## src/logic/fac_pkg.sv

```systemverilog
// shared constants and types for the floating-point access check unit
`default_nettype none
package fac_pkg;
  localparam int unsigned FAC_SYSREG_IDX_W = 4;
  localparam logic [3:0]  FAC_IDX_STATUS_CONTROL = 4'h1;
  localparam int unsigned FAC_NUM_SREG = 32;
  localparam int unsigned FAC_NUM_DREG = 16;
  localparam int unsigned FAC_DEFAULT_HI = 26;
  localparam int unsigned FAC_DEFAULT_LO = 22;
  localparam logic [31:0] FAC_STATUS_CONTROL_RST = 32'h0000_0000;
  localparam logic [1:0]  FAC_ACC_DENY = 2'h0;
  localparam logic [1:0]  FAC_ACC_PRIV = 2'h1;
  localparam logic [1:0]  FAC_ACC_RSVD = 2'h2;
  localparam logic [1:0]  FAC_ACC_FULL = 2'h3;
  // host-side register offsets (byte addresses)
  localparam logic [7:0]  FAC_OFF_CTRL    = 8'h00;
  localparam logic [7:0]  FAC_OFF_ACCESS  = 8'h04;
  localparam logic [7:0]  FAC_OFF_DEFAULT = 8'h08;
  localparam logic [7:0]  FAC_OFF_STATUS  = 8'h0c;
  localparam logic [7:0]  FAC_OFF_MASK    = 8'h10;
  localparam logic [7:0]  FAC_OFF_SYSREG  = 8'h14;
  localparam logic [7:0]  FAC_OFF_CMD     = 8'h18;
  localparam logic [7:0]  FAC_OFF_RESULT  = 8'h1c;
  localparam logic [1:0]  FAC_RESP_OKAY   = 2'h0;
  localparam logic [1:0]  FAC_RESP_SLVERR = 2'h2;
  // status bit positions
  localparam int unsigned FAC_ST_DONE  = 0;
  localparam int unsigned FAC_ST_FAULT = 1;
  localparam int unsigned FAC_ST_SAVE  = 2;
  typedef enum logic [1:0] {
    FAC_OP_EXEC  = 2'h0,
    FAC_OP_RDSYS = 2'h1,
    FAC_OP_WRSYS = 2'h2
  } fac_op_t;
  typedef enum logic [1:0] {
    FAC_ST_IDLE = 2'b00,
    FAC_ST_REQ  = 2'b01,
    FAC_ST_WAIT = 2'b11
  } fac_hstate_t;

  // field decode used by the device end
  function automatic logic fac_permitted(input logic [1:0] fld,
                                         input logic priv);
    return (fld == FAC_ACC_FULL) || (fld == FAC_ACC_PRIV && priv);
  endfunction : fac_permitted
endpackage : fac_pkg
`default_nettype wire

```

## src/logic/fac_if.sv

```systemverilog
// interface between pipeline-side controller and the check unit
`default_nettype none
interface fac_if;
  import fac_pkg::*;
  logic        req_valid;
  logic        req_ready;
  fac_op_t     req_op;
  logic        req_priv;
  logic [3:0]  req_idx;
  logic [31:0] req_wdata;
  logic [1:0]  access_lo;
  logic [1:0]  access_hi;
  logic        auto_preserve_enable;
  logic [31:0] fp_default_status_control;
  logic        lazy_preserve_active;
  logic        save_done;
  logic        rsp_valid;
  logic        rsp_usage_fault_a;
  logic        rsp_no_coprocessor_flag;
  logic        rsp_save_req;
  logic        rsp_reserved;
  logic [31:0] rsp_rdata;
  logic        fp_context_active;
  modport dev (input req_valid, req_op, req_priv, req_idx, req_wdata,
               access_lo, access_hi, auto_preserve_enable,
               fp_default_status_control, lazy_preserve_active, save_done,
               output req_ready, rsp_valid, rsp_usage_fault_a,
               rsp_no_coprocessor_flag, rsp_save_req, rsp_reserved,
               rsp_rdata, fp_context_active);
  modport host (output req_valid, req_op, req_priv, req_idx, req_wdata,
                access_lo, access_hi, auto_preserve_enable,
                fp_default_status_control, lazy_preserve_active, save_done,
                input req_ready, rsp_valid, rsp_usage_fault_a,
                rsp_no_coprocessor_flag, rsp_save_req, rsp_reserved,
                rsp_rdata, fp_context_active);
endinterface : fac_if
`default_nettype wire

```

## src/logic/fac_ctrl_host.sv

```systemverilog
// host end: axi4-lite register file driving requests into the check unit
`default_nettype none
module fac_ctrl_host
  import fac_pkg::*;
(
  input  wire  logic        ref_clk,
  input  wire  logic        reset,
  fac_if.host               fif,
  input  wire  logic [7:0]  s_awaddr,
  input  wire  logic        s_awvalid,
  output logic              s_awready,
  input  wire  logic [31:0] s_wdata,
  input  wire  logic [3:0]  s_wstrb,
  input  wire  logic        s_wvalid,
  output logic              s_wready,
  output logic [1:0]        s_bresp,
  output logic              s_bvalid,
  input  wire  logic        s_bready,
  input  wire  logic [7:0]  s_araddr,
  input  wire  logic        s_arvalid,
  output logic              s_arready,
  output logic [31:0]       s_rdata,
  output logic [1:0]        s_rresp,
  output logic              s_rvalid,
  input  wire  logic        s_rready,
  output logic              irq
);
  logic [31:0] ctrl_ff;
  logic [31:0] access_ff;
  logic [31:0] dflt_ff;
  logic [2:0]  status_ff;
  logic [2:0]  mask_ff;
  logic [31:0] sysw_ff;
  logic [31:0] result_ff;
  logic [7:0]  awaddr_ff;
  logic [31:0] wdata_ff;
  logic        aw_ff;
  logic        w_ff;
  fac_hstate_t st_ff;
  logic [5:0]  cmd_ff;
  logic        do_wr;
  logic        cmd_go;
  logic [2:0]  ev;
  logic [2:0]  wclr;

  assign s_awready = !aw_ff && !s_bvalid;
  assign s_wready  = !w_ff && !s_bvalid;
  assign do_wr = aw_ff && w_ff && !s_bvalid;
  assign cmd_go = do_wr && awaddr_ff == FAC_OFF_CMD && st_ff == FAC_ST_IDLE;

  always_ff @(posedge ref_clk or posedge reset) begin
    if (reset) begin
      aw_ff <= 1'b0;
      w_ff <= 1'b0;
      awaddr_ff <= 8'h00;
      wdata_ff <= 32'h0000_0000;
      s_bvalid <= 1'b0;
      s_bresp <= FAC_RESP_OKAY;
    end else begin
      if (s_awvalid && s_awready) begin
        aw_ff <= 1'b1;
        awaddr_ff <= s_awaddr;
      end
      if (s_wvalid && s_wready) begin
        w_ff <= 1'b1;
        wdata_ff <= s_wdata;
      end
      if (do_wr) begin
        aw_ff <= 1'b0;
        w_ff <= 1'b0;
        s_bvalid <= 1'b1;
        s_bresp <= (awaddr_ff > FAC_OFF_CMD || awaddr_ff[1:0] != 2'h0)
                   ? FAC_RESP_SLVERR : FAC_RESP_OKAY;
      end else if (s_bvalid && s_bready) begin
        s_bvalid <= 1'b0;
      end
    end
  end

  // byte strobes are ignored: registers take whole words
  always_ff @(posedge ref_clk or posedge reset) begin
    if (reset) begin
      ctrl_ff <= 32'h0000_0000;
      access_ff <= 32'h0000_0000;
      dflt_ff <= 32'h0000_0000;
      mask_ff <= 3'h0;
      sysw_ff <= 32'h0000_0000;
      cmd_ff <= 6'h00;
    end else if (do_wr) begin
      case (awaddr_ff)
        FAC_OFF_CTRL:    ctrl_ff <= wdata_ff;
        FAC_OFF_ACCESS:  access_ff <= wdata_ff;
        FAC_OFF_DEFAULT: dflt_ff <= wdata_ff;
        FAC_OFF_MASK:    mask_ff <= wdata_ff[2:0];
        FAC_OFF_SYSREG:  sysw_ff <= wdata_ff;
        FAC_OFF_CMD:     cmd_ff <= cmd_go ? wdata_ff[5:0] : cmd_ff;
        default:         cmd_ff <= cmd_ff;
      endcase
    end
  end

  // ctrl: [0] auto_preserve_enable, [1] lazy active, [2] save done, [3] privileged
  assign fif.access_lo = access_ff[1:0];
  assign fif.access_hi = access_ff[3:2];
  assign fif.auto_preserve_enable = ctrl_ff[0];
  assign fif.lazy_preserve_active = ctrl_ff[1];
  assign fif.save_done = ctrl_ff[2];
  assign fif.req_priv = ctrl_ff[3];
  assign fif.fp_default_status_control = dflt_ff;
  assign fif.req_op = fac_op_t'(cmd_ff[1:0]);
  assign fif.req_idx = cmd_ff[5:2];
  assign fif.req_wdata = sysw_ff;
  assign fif.req_valid = st_ff == FAC_ST_REQ;

  always_ff @(posedge ref_clk or posedge reset) begin
    if (reset) begin
      st_ff <= FAC_ST_IDLE;
    end else begin
      case (st_ff)
        FAC_ST_IDLE: st_ff <= cmd_go ? FAC_ST_REQ : FAC_ST_IDLE;
        FAC_ST_REQ:  st_ff <= fif.req_ready ? FAC_ST_WAIT : FAC_ST_REQ;
        FAC_ST_WAIT: st_ff <= fif.rsp_valid ? FAC_ST_IDLE : FAC_ST_WAIT;
        default:     st_ff <= FAC_ST_IDLE;
      endcase
    end
  end

  always_ff @(posedge ref_clk or posedge reset) begin
    if (reset) begin
      result_ff <= 32'h0000_0000;
    end else if (st_ff == FAC_ST_WAIT && fif.rsp_valid) begin
      result_ff <= fif.rsp_rdata;
    end
  end

  assign ev[FAC_ST_DONE]  = st_ff == FAC_ST_WAIT && fif.rsp_valid;
  assign ev[FAC_ST_FAULT] = ev[FAC_ST_DONE] && fif.rsp_usage_fault_a;
  assign ev[FAC_ST_SAVE]  = fif.rsp_save_req;
  assign wclr = (do_wr && awaddr_ff == FAC_OFF_STATUS) ? wdata_ff[2:0]
                                                       : 3'h0;

  // set wins over a write-one clear in the same cycle
  always_ff @(posedge ref_clk or posedge reset) begin
    if (reset) begin
      status_ff <= 3'h0;
    end else begin
      status_ff <= (status_ff & ~wclr) | ev;
    end
  end

  assign irq = |(status_ff & mask_ff);

  always_ff @(posedge ref_clk or posedge reset) begin
    if (reset) begin
      s_rvalid <= 1'b0;
      s_rdata <= 32'h0000_0000;
      s_rresp <= FAC_RESP_OKAY;
    end else if (s_arvalid && s_arready) begin
      s_rvalid <= 1'b1;
      s_rresp <= FAC_RESP_OKAY;
      case (s_araddr)
        FAC_OFF_CTRL:    s_rdata <= ctrl_ff;
        FAC_OFF_ACCESS:  s_rdata <= access_ff;
        FAC_OFF_DEFAULT: s_rdata <= dflt_ff;
        FAC_OFF_STATUS:  s_rdata <= {27'h0, fif.fp_context_active,
                                     fif.rsp_no_coprocessor_flag, status_ff};
        FAC_OFF_MASK:    s_rdata <= {29'h0, mask_ff};
        FAC_OFF_SYSREG:  s_rdata <= sysw_ff;
        FAC_OFF_CMD:     s_rdata <= {24'h0, st_ff != FAC_ST_IDLE,
                                     fif.rsp_reserved, cmd_ff};
        FAC_OFF_RESULT:  s_rdata <= result_ff;
        default: begin
          s_rdata <= 32'h0000_0000;
          s_rresp <= FAC_RESP_SLVERR;
        end
      endcase
    end else if (s_rvalid && s_rready) begin
      s_rvalid <= 1'b0;
    end
  end

  assign s_arready = !s_rvalid;
endmodule : fac_ctrl_host
`default_nettype wire

```

## src/flat_wrapper.sv

```systemverilog
// flat-port wrapper written by rule: the top's interface ports become plain ports
module fac_ctrl_host_flat import fac_pkg::*;
  (ref_clk, reset, s_awaddr, s_awvalid, s_awready, s_wdata, s_wstrb, s_wvalid, s_wready, s_bresp, s_bvalid, s_bready, s_araddr, s_arvalid, s_arready, s_rdata, s_rresp, s_rvalid, s_rready, irq, fif_req_valid, fif_req_op, fif_req_priv, fif_req_idx, fif_req_wdata, fif_access_lo, fif_access_hi, fif_auto_preserve_enable, fif_fp_default_status_control, fif_lazy_preserve_active, fif_save_done, fif_req_ready, fif_rsp_valid, fif_rsp_usage_fault_a, fif_rsp_no_coprocessor_flag, fif_rsp_save_req, fif_rsp_reserved, fif_rsp_rdata, fif_fp_context_active);
  fac_if fif_i ();
  input  wire  logic ref_clk;
  input  wire  logic reset;
  input  wire  logic [7:0] s_awaddr;
  input  wire  logic s_awvalid;
  output logic s_awready;
  input  wire  logic [31:0] s_wdata;
  input  wire  logic [3:0] s_wstrb;
  input  wire  logic s_wvalid;
  output logic s_wready;
  output logic [1:0] s_bresp;
  output logic s_bvalid;
  input  wire  logic s_bready;
  input  wire  logic [7:0] s_araddr;
  input  wire  logic s_arvalid;
  output logic s_arready;
  output logic [31:0] s_rdata;
  output logic [1:0] s_rresp;
  output logic s_rvalid;
  input  wire  logic s_rready;
  output logic irq;
  output wire logic [$bits(fif_i.req_valid)-1:0] fif_req_valid;
  output wire logic [$bits(fif_i.req_op)-1:0] fif_req_op;
  output wire logic [$bits(fif_i.req_priv)-1:0] fif_req_priv;
  output wire logic [$bits(fif_i.req_idx)-1:0] fif_req_idx;
  output wire logic [$bits(fif_i.req_wdata)-1:0] fif_req_wdata;
  output wire logic [$bits(fif_i.access_lo)-1:0] fif_access_lo;
  output wire logic [$bits(fif_i.access_hi)-1:0] fif_access_hi;
  output wire logic [$bits(fif_i.auto_preserve_enable)-1:0] fif_auto_preserve_enable;
  output wire logic [$bits(fif_i.fp_default_status_control)-1:0] fif_fp_default_status_control;
  output wire logic [$bits(fif_i.lazy_preserve_active)-1:0] fif_lazy_preserve_active;
  output wire logic [$bits(fif_i.save_done)-1:0] fif_save_done;
  input wire logic [$bits(fif_i.req_ready)-1:0] fif_req_ready;
  input wire logic [$bits(fif_i.rsp_valid)-1:0] fif_rsp_valid;
  input wire logic [$bits(fif_i.rsp_usage_fault_a)-1:0] fif_rsp_usage_fault_a;
  input wire logic [$bits(fif_i.rsp_no_coprocessor_flag)-1:0] fif_rsp_no_coprocessor_flag;
  input wire logic [$bits(fif_i.rsp_save_req)-1:0] fif_rsp_save_req;
  input wire logic [$bits(fif_i.rsp_reserved)-1:0] fif_rsp_reserved;
  input wire logic [$bits(fif_i.rsp_rdata)-1:0] fif_rsp_rdata;
  input wire logic [$bits(fif_i.fp_context_active)-1:0] fif_fp_context_active;
  assign fif_req_valid = fif_i.req_valid;
  assign fif_req_op = fif_i.req_op;
  assign fif_req_priv = fif_i.req_priv;
  assign fif_req_idx = fif_i.req_idx;
  assign fif_req_wdata = fif_i.req_wdata;
  assign fif_access_lo = fif_i.access_lo;
  assign fif_access_hi = fif_i.access_hi;
  assign fif_auto_preserve_enable = fif_i.auto_preserve_enable;
  assign fif_fp_default_status_control = fif_i.fp_default_status_control;
  assign fif_lazy_preserve_active = fif_i.lazy_preserve_active;
  assign fif_save_done = fif_i.save_done;
  assign fif_i.req_ready = fif_req_ready;
  assign fif_i.rsp_valid = fif_rsp_valid;
  assign fif_i.rsp_usage_fault_a = fif_rsp_usage_fault_a;
  assign fif_i.rsp_no_coprocessor_flag = fif_rsp_no_coprocessor_flag;
  assign fif_i.rsp_save_req = fif_rsp_save_req;
  assign fif_i.rsp_reserved = fif_rsp_reserved;
  assign fif_i.rsp_rdata = fif_rsp_rdata;
  assign fif_i.fp_context_active = fif_fp_context_active;
  fac_ctrl_host u_core (.ref_clk(ref_clk), .reset(reset), .fif(fif_i), .s_awaddr(s_awaddr), .s_awvalid(s_awvalid), .s_awready(s_awready), .s_wdata(s_wdata), .s_wstrb(s_wstrb), .s_wvalid(s_wvalid), .s_wready(s_wready), .s_bresp(s_bresp), .s_bvalid(s_bvalid), .s_bready(s_bready), .s_araddr(s_araddr), .s_arvalid(s_arvalid), .s_arready(s_arready), .s_rdata(s_rdata), .s_rresp(s_rresp), .s_rvalid(s_rvalid), .s_rready(s_rready), .irq(irq));
endmodule
```

## config.mk

```make
export PLATFORM = sky130hd
export DESIGN_NAME = fac_ctrl_host_flat
export DESIGN_NICKNAME = d
export VERILOG_FILES = /design/src/logic/fac_pkg.sv /design/src/logic/fac_if.sv /design/src/logic/fac_ctrl_host.sv /design/src/flat_wrapper.sv
export SDC_FILE = /design/constraint.sdc
export NUM_CORES = 1
export LEC_CHECK = 0
export ABC_CLOCK_PERIOD_IN_PS = 16390
export BUFFER_PORTS_ARGS = -buffer_cell sky130_fd_sc_hd__buf_4
export CORE_MARGIN = 10
export CORE_UTILIZATION = 33
export CTS_CLUSTER_DIAMETER = 50
export CTS_CLUSTER_SIZE = 28
export DETAILED_ROUTE_END_ITERATION = 10
export SLEW_MARGIN = 15
export SYNTH_ARGS = -nofsm -noshare
export SYNTH_HDL_FRONTEND = slang
export SYNTH_SLANG_ARGS = --single-unit
```

## constraint.sdc

```tcl
create_clock -name ref_clk -period 16.39 [get_ports ref_clk]
set_input_delay 4.917 -clock ref_clk [delete_from_list [all_inputs] [get_ports ref_clk]]
set_output_delay 4.917 -clock ref_clk [all_outputs]
set_load 0.01 [all_outputs]
```

# Yosys cells after proc, flatten, opt, wreduce, memory -nomap -nowiden
# Cells that the tools add are included.
[totals]
ff_bits = 254
inputBits = 98
output_inout_bits = 121
elab_cells = 90
[classes]
magnitude_cmp = 1
n_eq_ne = 15
n_mux = 16
bitwise_logic = 4
n_reduce_logical = 36
[ops]
columns = ["op", "n"]
rows = [
  ["32-bit case mux with 8 select lines", 1],
  ["8-bit by 5-bit == test with 1-bit output (second input constant)", 7],
  ["8-bit by 4-bit == test with 1-bit output (second input constant)", 4],
  ["8-bit by 3-bit == test with 1-bit output (second input constant)", 2],
  ["8-bit logical NOT", 2],
  ["1-bit logical AND", 14],
  ["2-bit nonzero test", 6],
  ["2-bit AND reduction", 5],
  ["1-bit 2-to-1 mux", 9],
  ["8-bit by 5-bit greater-than comparator with 1-bit output (second input constant)", 1],
  ["2-bit 2-to-1 mux", 4],
  ["8-bit OR reduction", 1],
  ["3-bit bitwise AND", 2],
  ["2-bit case mux with 3 select lines", 1],
  ["1-bit logical NOT", 4],
  ["3-bit 2-to-1 mux", 1],
  ["3-bit inverter", 1],
  ["3-bit bitwise OR", 1],
  ["3-bit AND reduction", 1],
  ["3-bit OR reduction", 1],
  ["2-bit by 1-bit == test with 1-bit output (second input constant)", 1],
  ["2-bit == test (second input constant)", 1],
  ["2-bit logical NOT", 1],
  ["1-bit logical OR", 1],
]

# Longest topological paths before layout
[depth]
ltp_word = 7
ltp_mapped = 7
ltp_nobuf = 4

# Least setup slack after synthesis
# OpenSTA, ideal clock, no wires.
[synth_timing]
path_kind = "input -> register"
from = "input s_araddr[3]"
to = "register u_core.s_rdata[2]"
setup_time_ns = 0.122
t_arrival_ns = 6.170
t_required_ns = 16.268
slack_ns = 10.098
cell_stages = 5
n_path_buf = 2
cell_sequence = "buf_2 > buf_2 > mux2_2 > a221o_1 > a32o_1"
[synth_via]
elab_chain_cells = 2
word_cells_on_any_way = 9
cone_classes = "7 x eq/ne; 1 x mux; 1 x reduce/logical"
[synth_lines]
columns = ["item", "line_no", "text"]
rows = [
  ["from (decl)", "flat_wrapper.sv:17", "input wire logic [7:0] s_araddr;"],
  ["8-bit by 5-bit == test with 1-bit output (tied with other cells)", "fac_ctrl_host.sv:161", "case (s_araddr)"],
  ["32-bit case mux with 8 select lines *", "fac_ctrl_host.sv:161", ""],
  ["to (signal assigned)", "fac_ctrl_host.sv:162", "FAC_OFF_CTRL: s_rdata <= ctrl_ff;"],
  ["to (signal assigned)", "fac_ctrl_host.sv:163", "FAC_OFF_ACCESS: s_rdata <= access_ff;"],
  ["to (signal assigned)", "fac_ctrl_host.sv:164", "FAC_OFF_DEFAULT: s_rdata <= dflt_ff;"],
  ["to (decl)", "fac_ctrl_host.sv:22", "output logic [31:0] s_rdata,"],
]
# Mark *: on every way between the ends. The rest lies on a longest branch, timed or not.
# A chain may end at the register's enable or synchronous reset.

# Worst setup path after layout
[layout_timing]
from = "input s_araddr[3]"
to = "register u_core.s_rdata[9]"
# The elaborated chain is that of the path after synthesis.

==> results.py <==
metrics = {
    "cts": {
        "cts-resized-gates": 0,
        "clock_sinks": 252,
        "clk_latency_ns": 0.55,
        "postCtsHoldBufs": 0,
        "root_buffer": "clkbuf_16",
        "cts_buffers": 29,
        "post_cts_buffers": 0,
        "clk_pin_slew_ns": 0.06,
        "cts_tree": "yes",
        "clock_path_buffers": 3,
        "h-tree-depth": 1,
    },
    "logic_synthesis": {
        "seq_area_frac_synth_pct": 57.6,
        "syn_area_per_cell_um2": 13.8,
        "synth_cells": 793,
        "netlist_area_mm2": 0.0110,
        "yosys_warnings": 0,
        "synth_edf_count": 0,
        "synth.distinct_cells": 53,
        "async_flop_share_pct": 100,
        "synthFlopType": "dfrtp_1",
        "synth-seq-cells": 252,
    },
    "timing": {
        "relSlewSlack_pct": 26.1,
        "report.final.slew_viol_count": 0,
        "setup_tns_ns": 0,
        "rsz0062_at_grt": "false",
        "tightest_slew_ns": 1.10,
        "setup_violations": 0,
        "fin_crit_sh_pct": 42.3,
        "min_period_ns": 6.93,
        "hold_violations": 0,
        "finalClockSkew_ns": 0.0256,
        "fmax_ghz": 0.144,
    },
    "cells_and_area": {
        "area_delta_synth_final_pct": 27.2,
        "final_util_pct": 42.7,
        "fin_nets": 1089,
        "final_area_mm2": 0.0139,
        "drive_gt1_share_pct": 52.2,
        "n_antenna_cell": 0,
    },
    "global_routing": {
        "antenna_found_initial": 1,
        "grt_pass1_wl_um": 50500,
        "grt_max_degree": 129,
        "track_usage_pct": 15.9,
        "grt_pass1_vias": 7832,
        "overflow": 0,
    },
    "placement": {
        "gp_congestion": 0.741,
        "hpwlAfterDp_um": 21300,
        "place_area_mm2": 0.0129,
        "port_buffers": 212,
    },
    "status": {
        "outcome": "finished clean",
    },
    "worst_hold_path": {
        "hp-class": "reg -> reg",
        "worstHoldStart": "u_core.s_rdata[6]$_DFFE_PP0P_",
        "min_path_cells": 2,
    },
    "setup_path": {
        "startpoint": "s_araddr[3]",
        "required_ns": 16.81,
        "cp-start-kind": "primary input",
        "endpoint_kind": "register",
        "crit_arrival_ns": 7.34,
        "reg2regPathDepth": 5,
        "crit_type": "in -> reg",
        "critPathMaxFanout": 30,
        "reg2reg_from": "u_core.s_bvalid$_DFFE_PP0P_",
    },
    "job": {
        "drv_cap": 0,
    },
    "pwr": {
        "ir_worst_vdd_mv": 0.138,
        "p_leak_nw": 6.75,
        "powerDensity_mw_per_mm2": 143,
    },
    "floorplanning": {
        "io_pins": 219,
        "core_area_mm2": 0.0326,
        "die_area_mm2": 0.0409,
        "die_y_um": 202,
        "start_util_pct": 33.6,
        "die_w_um": 202,
        "rows": 66,
    },
    "routing": {
        "dr.pass1.iters": 5,
        "vias": 7366,
        "drc": 0,
        "drt_iter0_drc": 297,
        "finalWirelength_um": 33200,
        "avgRoutedWirePerCell_um": 22.8,
        "via_per_inst": 5.06,
        "ant_nets": 0,
    },
}
-- logic make-up after synthesis --
family                 Yosys count  synth area share, %
other                            1               0.0342
flip-flops                     252                 57.6
AND/OR/NAND/NOR                 99                 5.05
buffers and inverters           63                 3.14
AO/OA/AOI/OAI                  105                 6.31
multiplexers                   273                 27.9
-- power breakdown --
part | internal [mW] | total, mW | leakage [nW] | switching, mW
registers | 0.783 | 0.923 | 3.35 | 0.140
logic | 0.234 | 0.394 | 2.91 | 0.160
clock network | 0.396 | 0.671 | 0.485 | 0.275
total | 1.41 | 1.99 | 6.75 | 0.574
-- Yosys cell counts, types with 2 or more instances --
cell type,instances,area share [%]
a211oi_1,2,0.14
a21o_1,4,0.27
a21oi_1,26,1.2
a221o_1,11,1.0
a221oi_1,5,0.40
a22o_1,4,0.32
a31oi_1,3,0.17
a32o_1,2,0.18
a32oi_1,2,0.16
and2_1,3,0.17
and3_1,5,0.29
buf_1,2,0.069
buf_2,17,0.78
buf_4,9,0.62
buf_6,7,0.72
clkbuf_1,22,0.75
dfrtp_1,252,58
inv_1,5,0.17
mux2_1,2,0.21
mux2_2,235,24
mux2i_1,34,3.1
mux4_2,2,0.41
nand2_1,31,1.1
nand3_1,23,1.1
nand3b_1,3,0.21
nor2_1,10,0.34
nor2b_1,5,0.29
nor3_1,2,0.091
nor3b_1,3,0.21
nor4_1,2,0.11
o21ai_0,20,0.91
o21ai_1,5,0.23
o22ai_1,14,0.80
o31ai_1,2,0.14
-- layout by cell type (no fill, tap or decap), types with 3 or more instances in the layout --
master	Yosys	layout
clkbuf_8	0	4
and3_1	5	4
inv_6	0	3
bufinv_16	0	3
nor2b_1	5	4
mux2_2	235	235
buf_4	9	223
a221o_1	11	11
nand2_1	31	27
nand3_1	23	22
dfrtp_1	252	252
mux2i_1	34	34
o21ai_1	5	5
a21oi_1	26	26
a221oi_1	5	5
nand3b_1	3	3
inv_1	5	4
nor2_1	10	10
nand2_2	0	4
o22ai_1	14	14
a21o_1	4	4
clkinvlp_4	0	5
clkinv_2	0	4
nor3b_1	3	3
clkbuf_16	0	29
a31oi_1	3	3
a22o_1	4	4
o21ai_0	20	20
-- worst paths after layout --
| check | endpoint | slack [ns] |
|---|---|---|
| worst min-delay path | u_core.s_rdata[6]$_DFFE_PP0P_ | 0.48 |
| worst max-delay path | u_core.s_rdata[9]$_DFFE_PP0P_ | 9.46 |
| max in group asynchronous | u_core.fif.req_wdata[5]$_DFFE_PP0P_ | 10.35 |
| min in group asynchronous | u_core.w_ff$_DFFE_PP0P_ | 4.53 |
| worst max register to register | u_core.fif.req_wdata[15]$_DFFE_PP0P_ | 13.69 |
| worst min register to register | u_core.s_rdata[6]$_DFFE_PP0P_ | 0.48 |
-- registers in the layout, indices dropped and copies added, names as in the netlist, 2 cells and up --
register                              cells
u_core.access_ff                         32
u_core.awaddr_ff                          8
u_core.cmd_ff                             6
u_core.ctrl_ff                           32
u_core.fif.fp_default_status_control     32
u_core.fif.req_wdata                     32
u_core.mask_ff                            3
u_core.result_ff                         32
u_core.s_rdata                           32
u_core.st_ff                              2
u_core.status_ff                          3
u_core.wdata_ff                          32
-- layout make-up --
type	count	area (um^2)
fill	3064	18700
clock inverter	19	226
sequential	252	6310
inverter	6	30.0
clock buffer	35	788
multi-input combinational	479	4350
timing repair buffer	223	1670
tap	442	553
-- routing by layer --
| layer | share of wire, % | global-route usage [%] |
|---|---|---|
| met4 | 2.1 | 3.28 |
| met5 | 0 | 0 |
| met1 | 45 | 21.4 |
| met2 | 47 | 25.8 |
| met3 | 5.7 | 3.45 |
-- metrics by stage --
| step | instances | hold WS [ns] | power [mW] | setup WS, ns |
|---|---|---|---|---|
| 5_1_grt | 1456 | 0.514 | 2.10 | 9.29 |
| 3_3_place_gp | 1402 | 0.469 | 1.32 | 8.90 |
| 3_5_place_dp | 1402 | 0.471 | 1.33 | 8.92 |
| 6_report | 1456 | 0.483 | 1.99 | 9.46 |
| 2_1_floorplan | 794 | 0.465 | 1.15 | 4.54 |
| 4_1_cts | 1456 | 0.485 | 2.01 | 9.49 |
-- critical path, cell delays in order --
cell and delay [ns]:
buf_4 0.36, buf_4 0.50, and3_1 0.22, and3_1 0.88, a21oi_1 0.15, o21ai_0 0.23
Note: power is estimated with default switching activity, not from simulation.
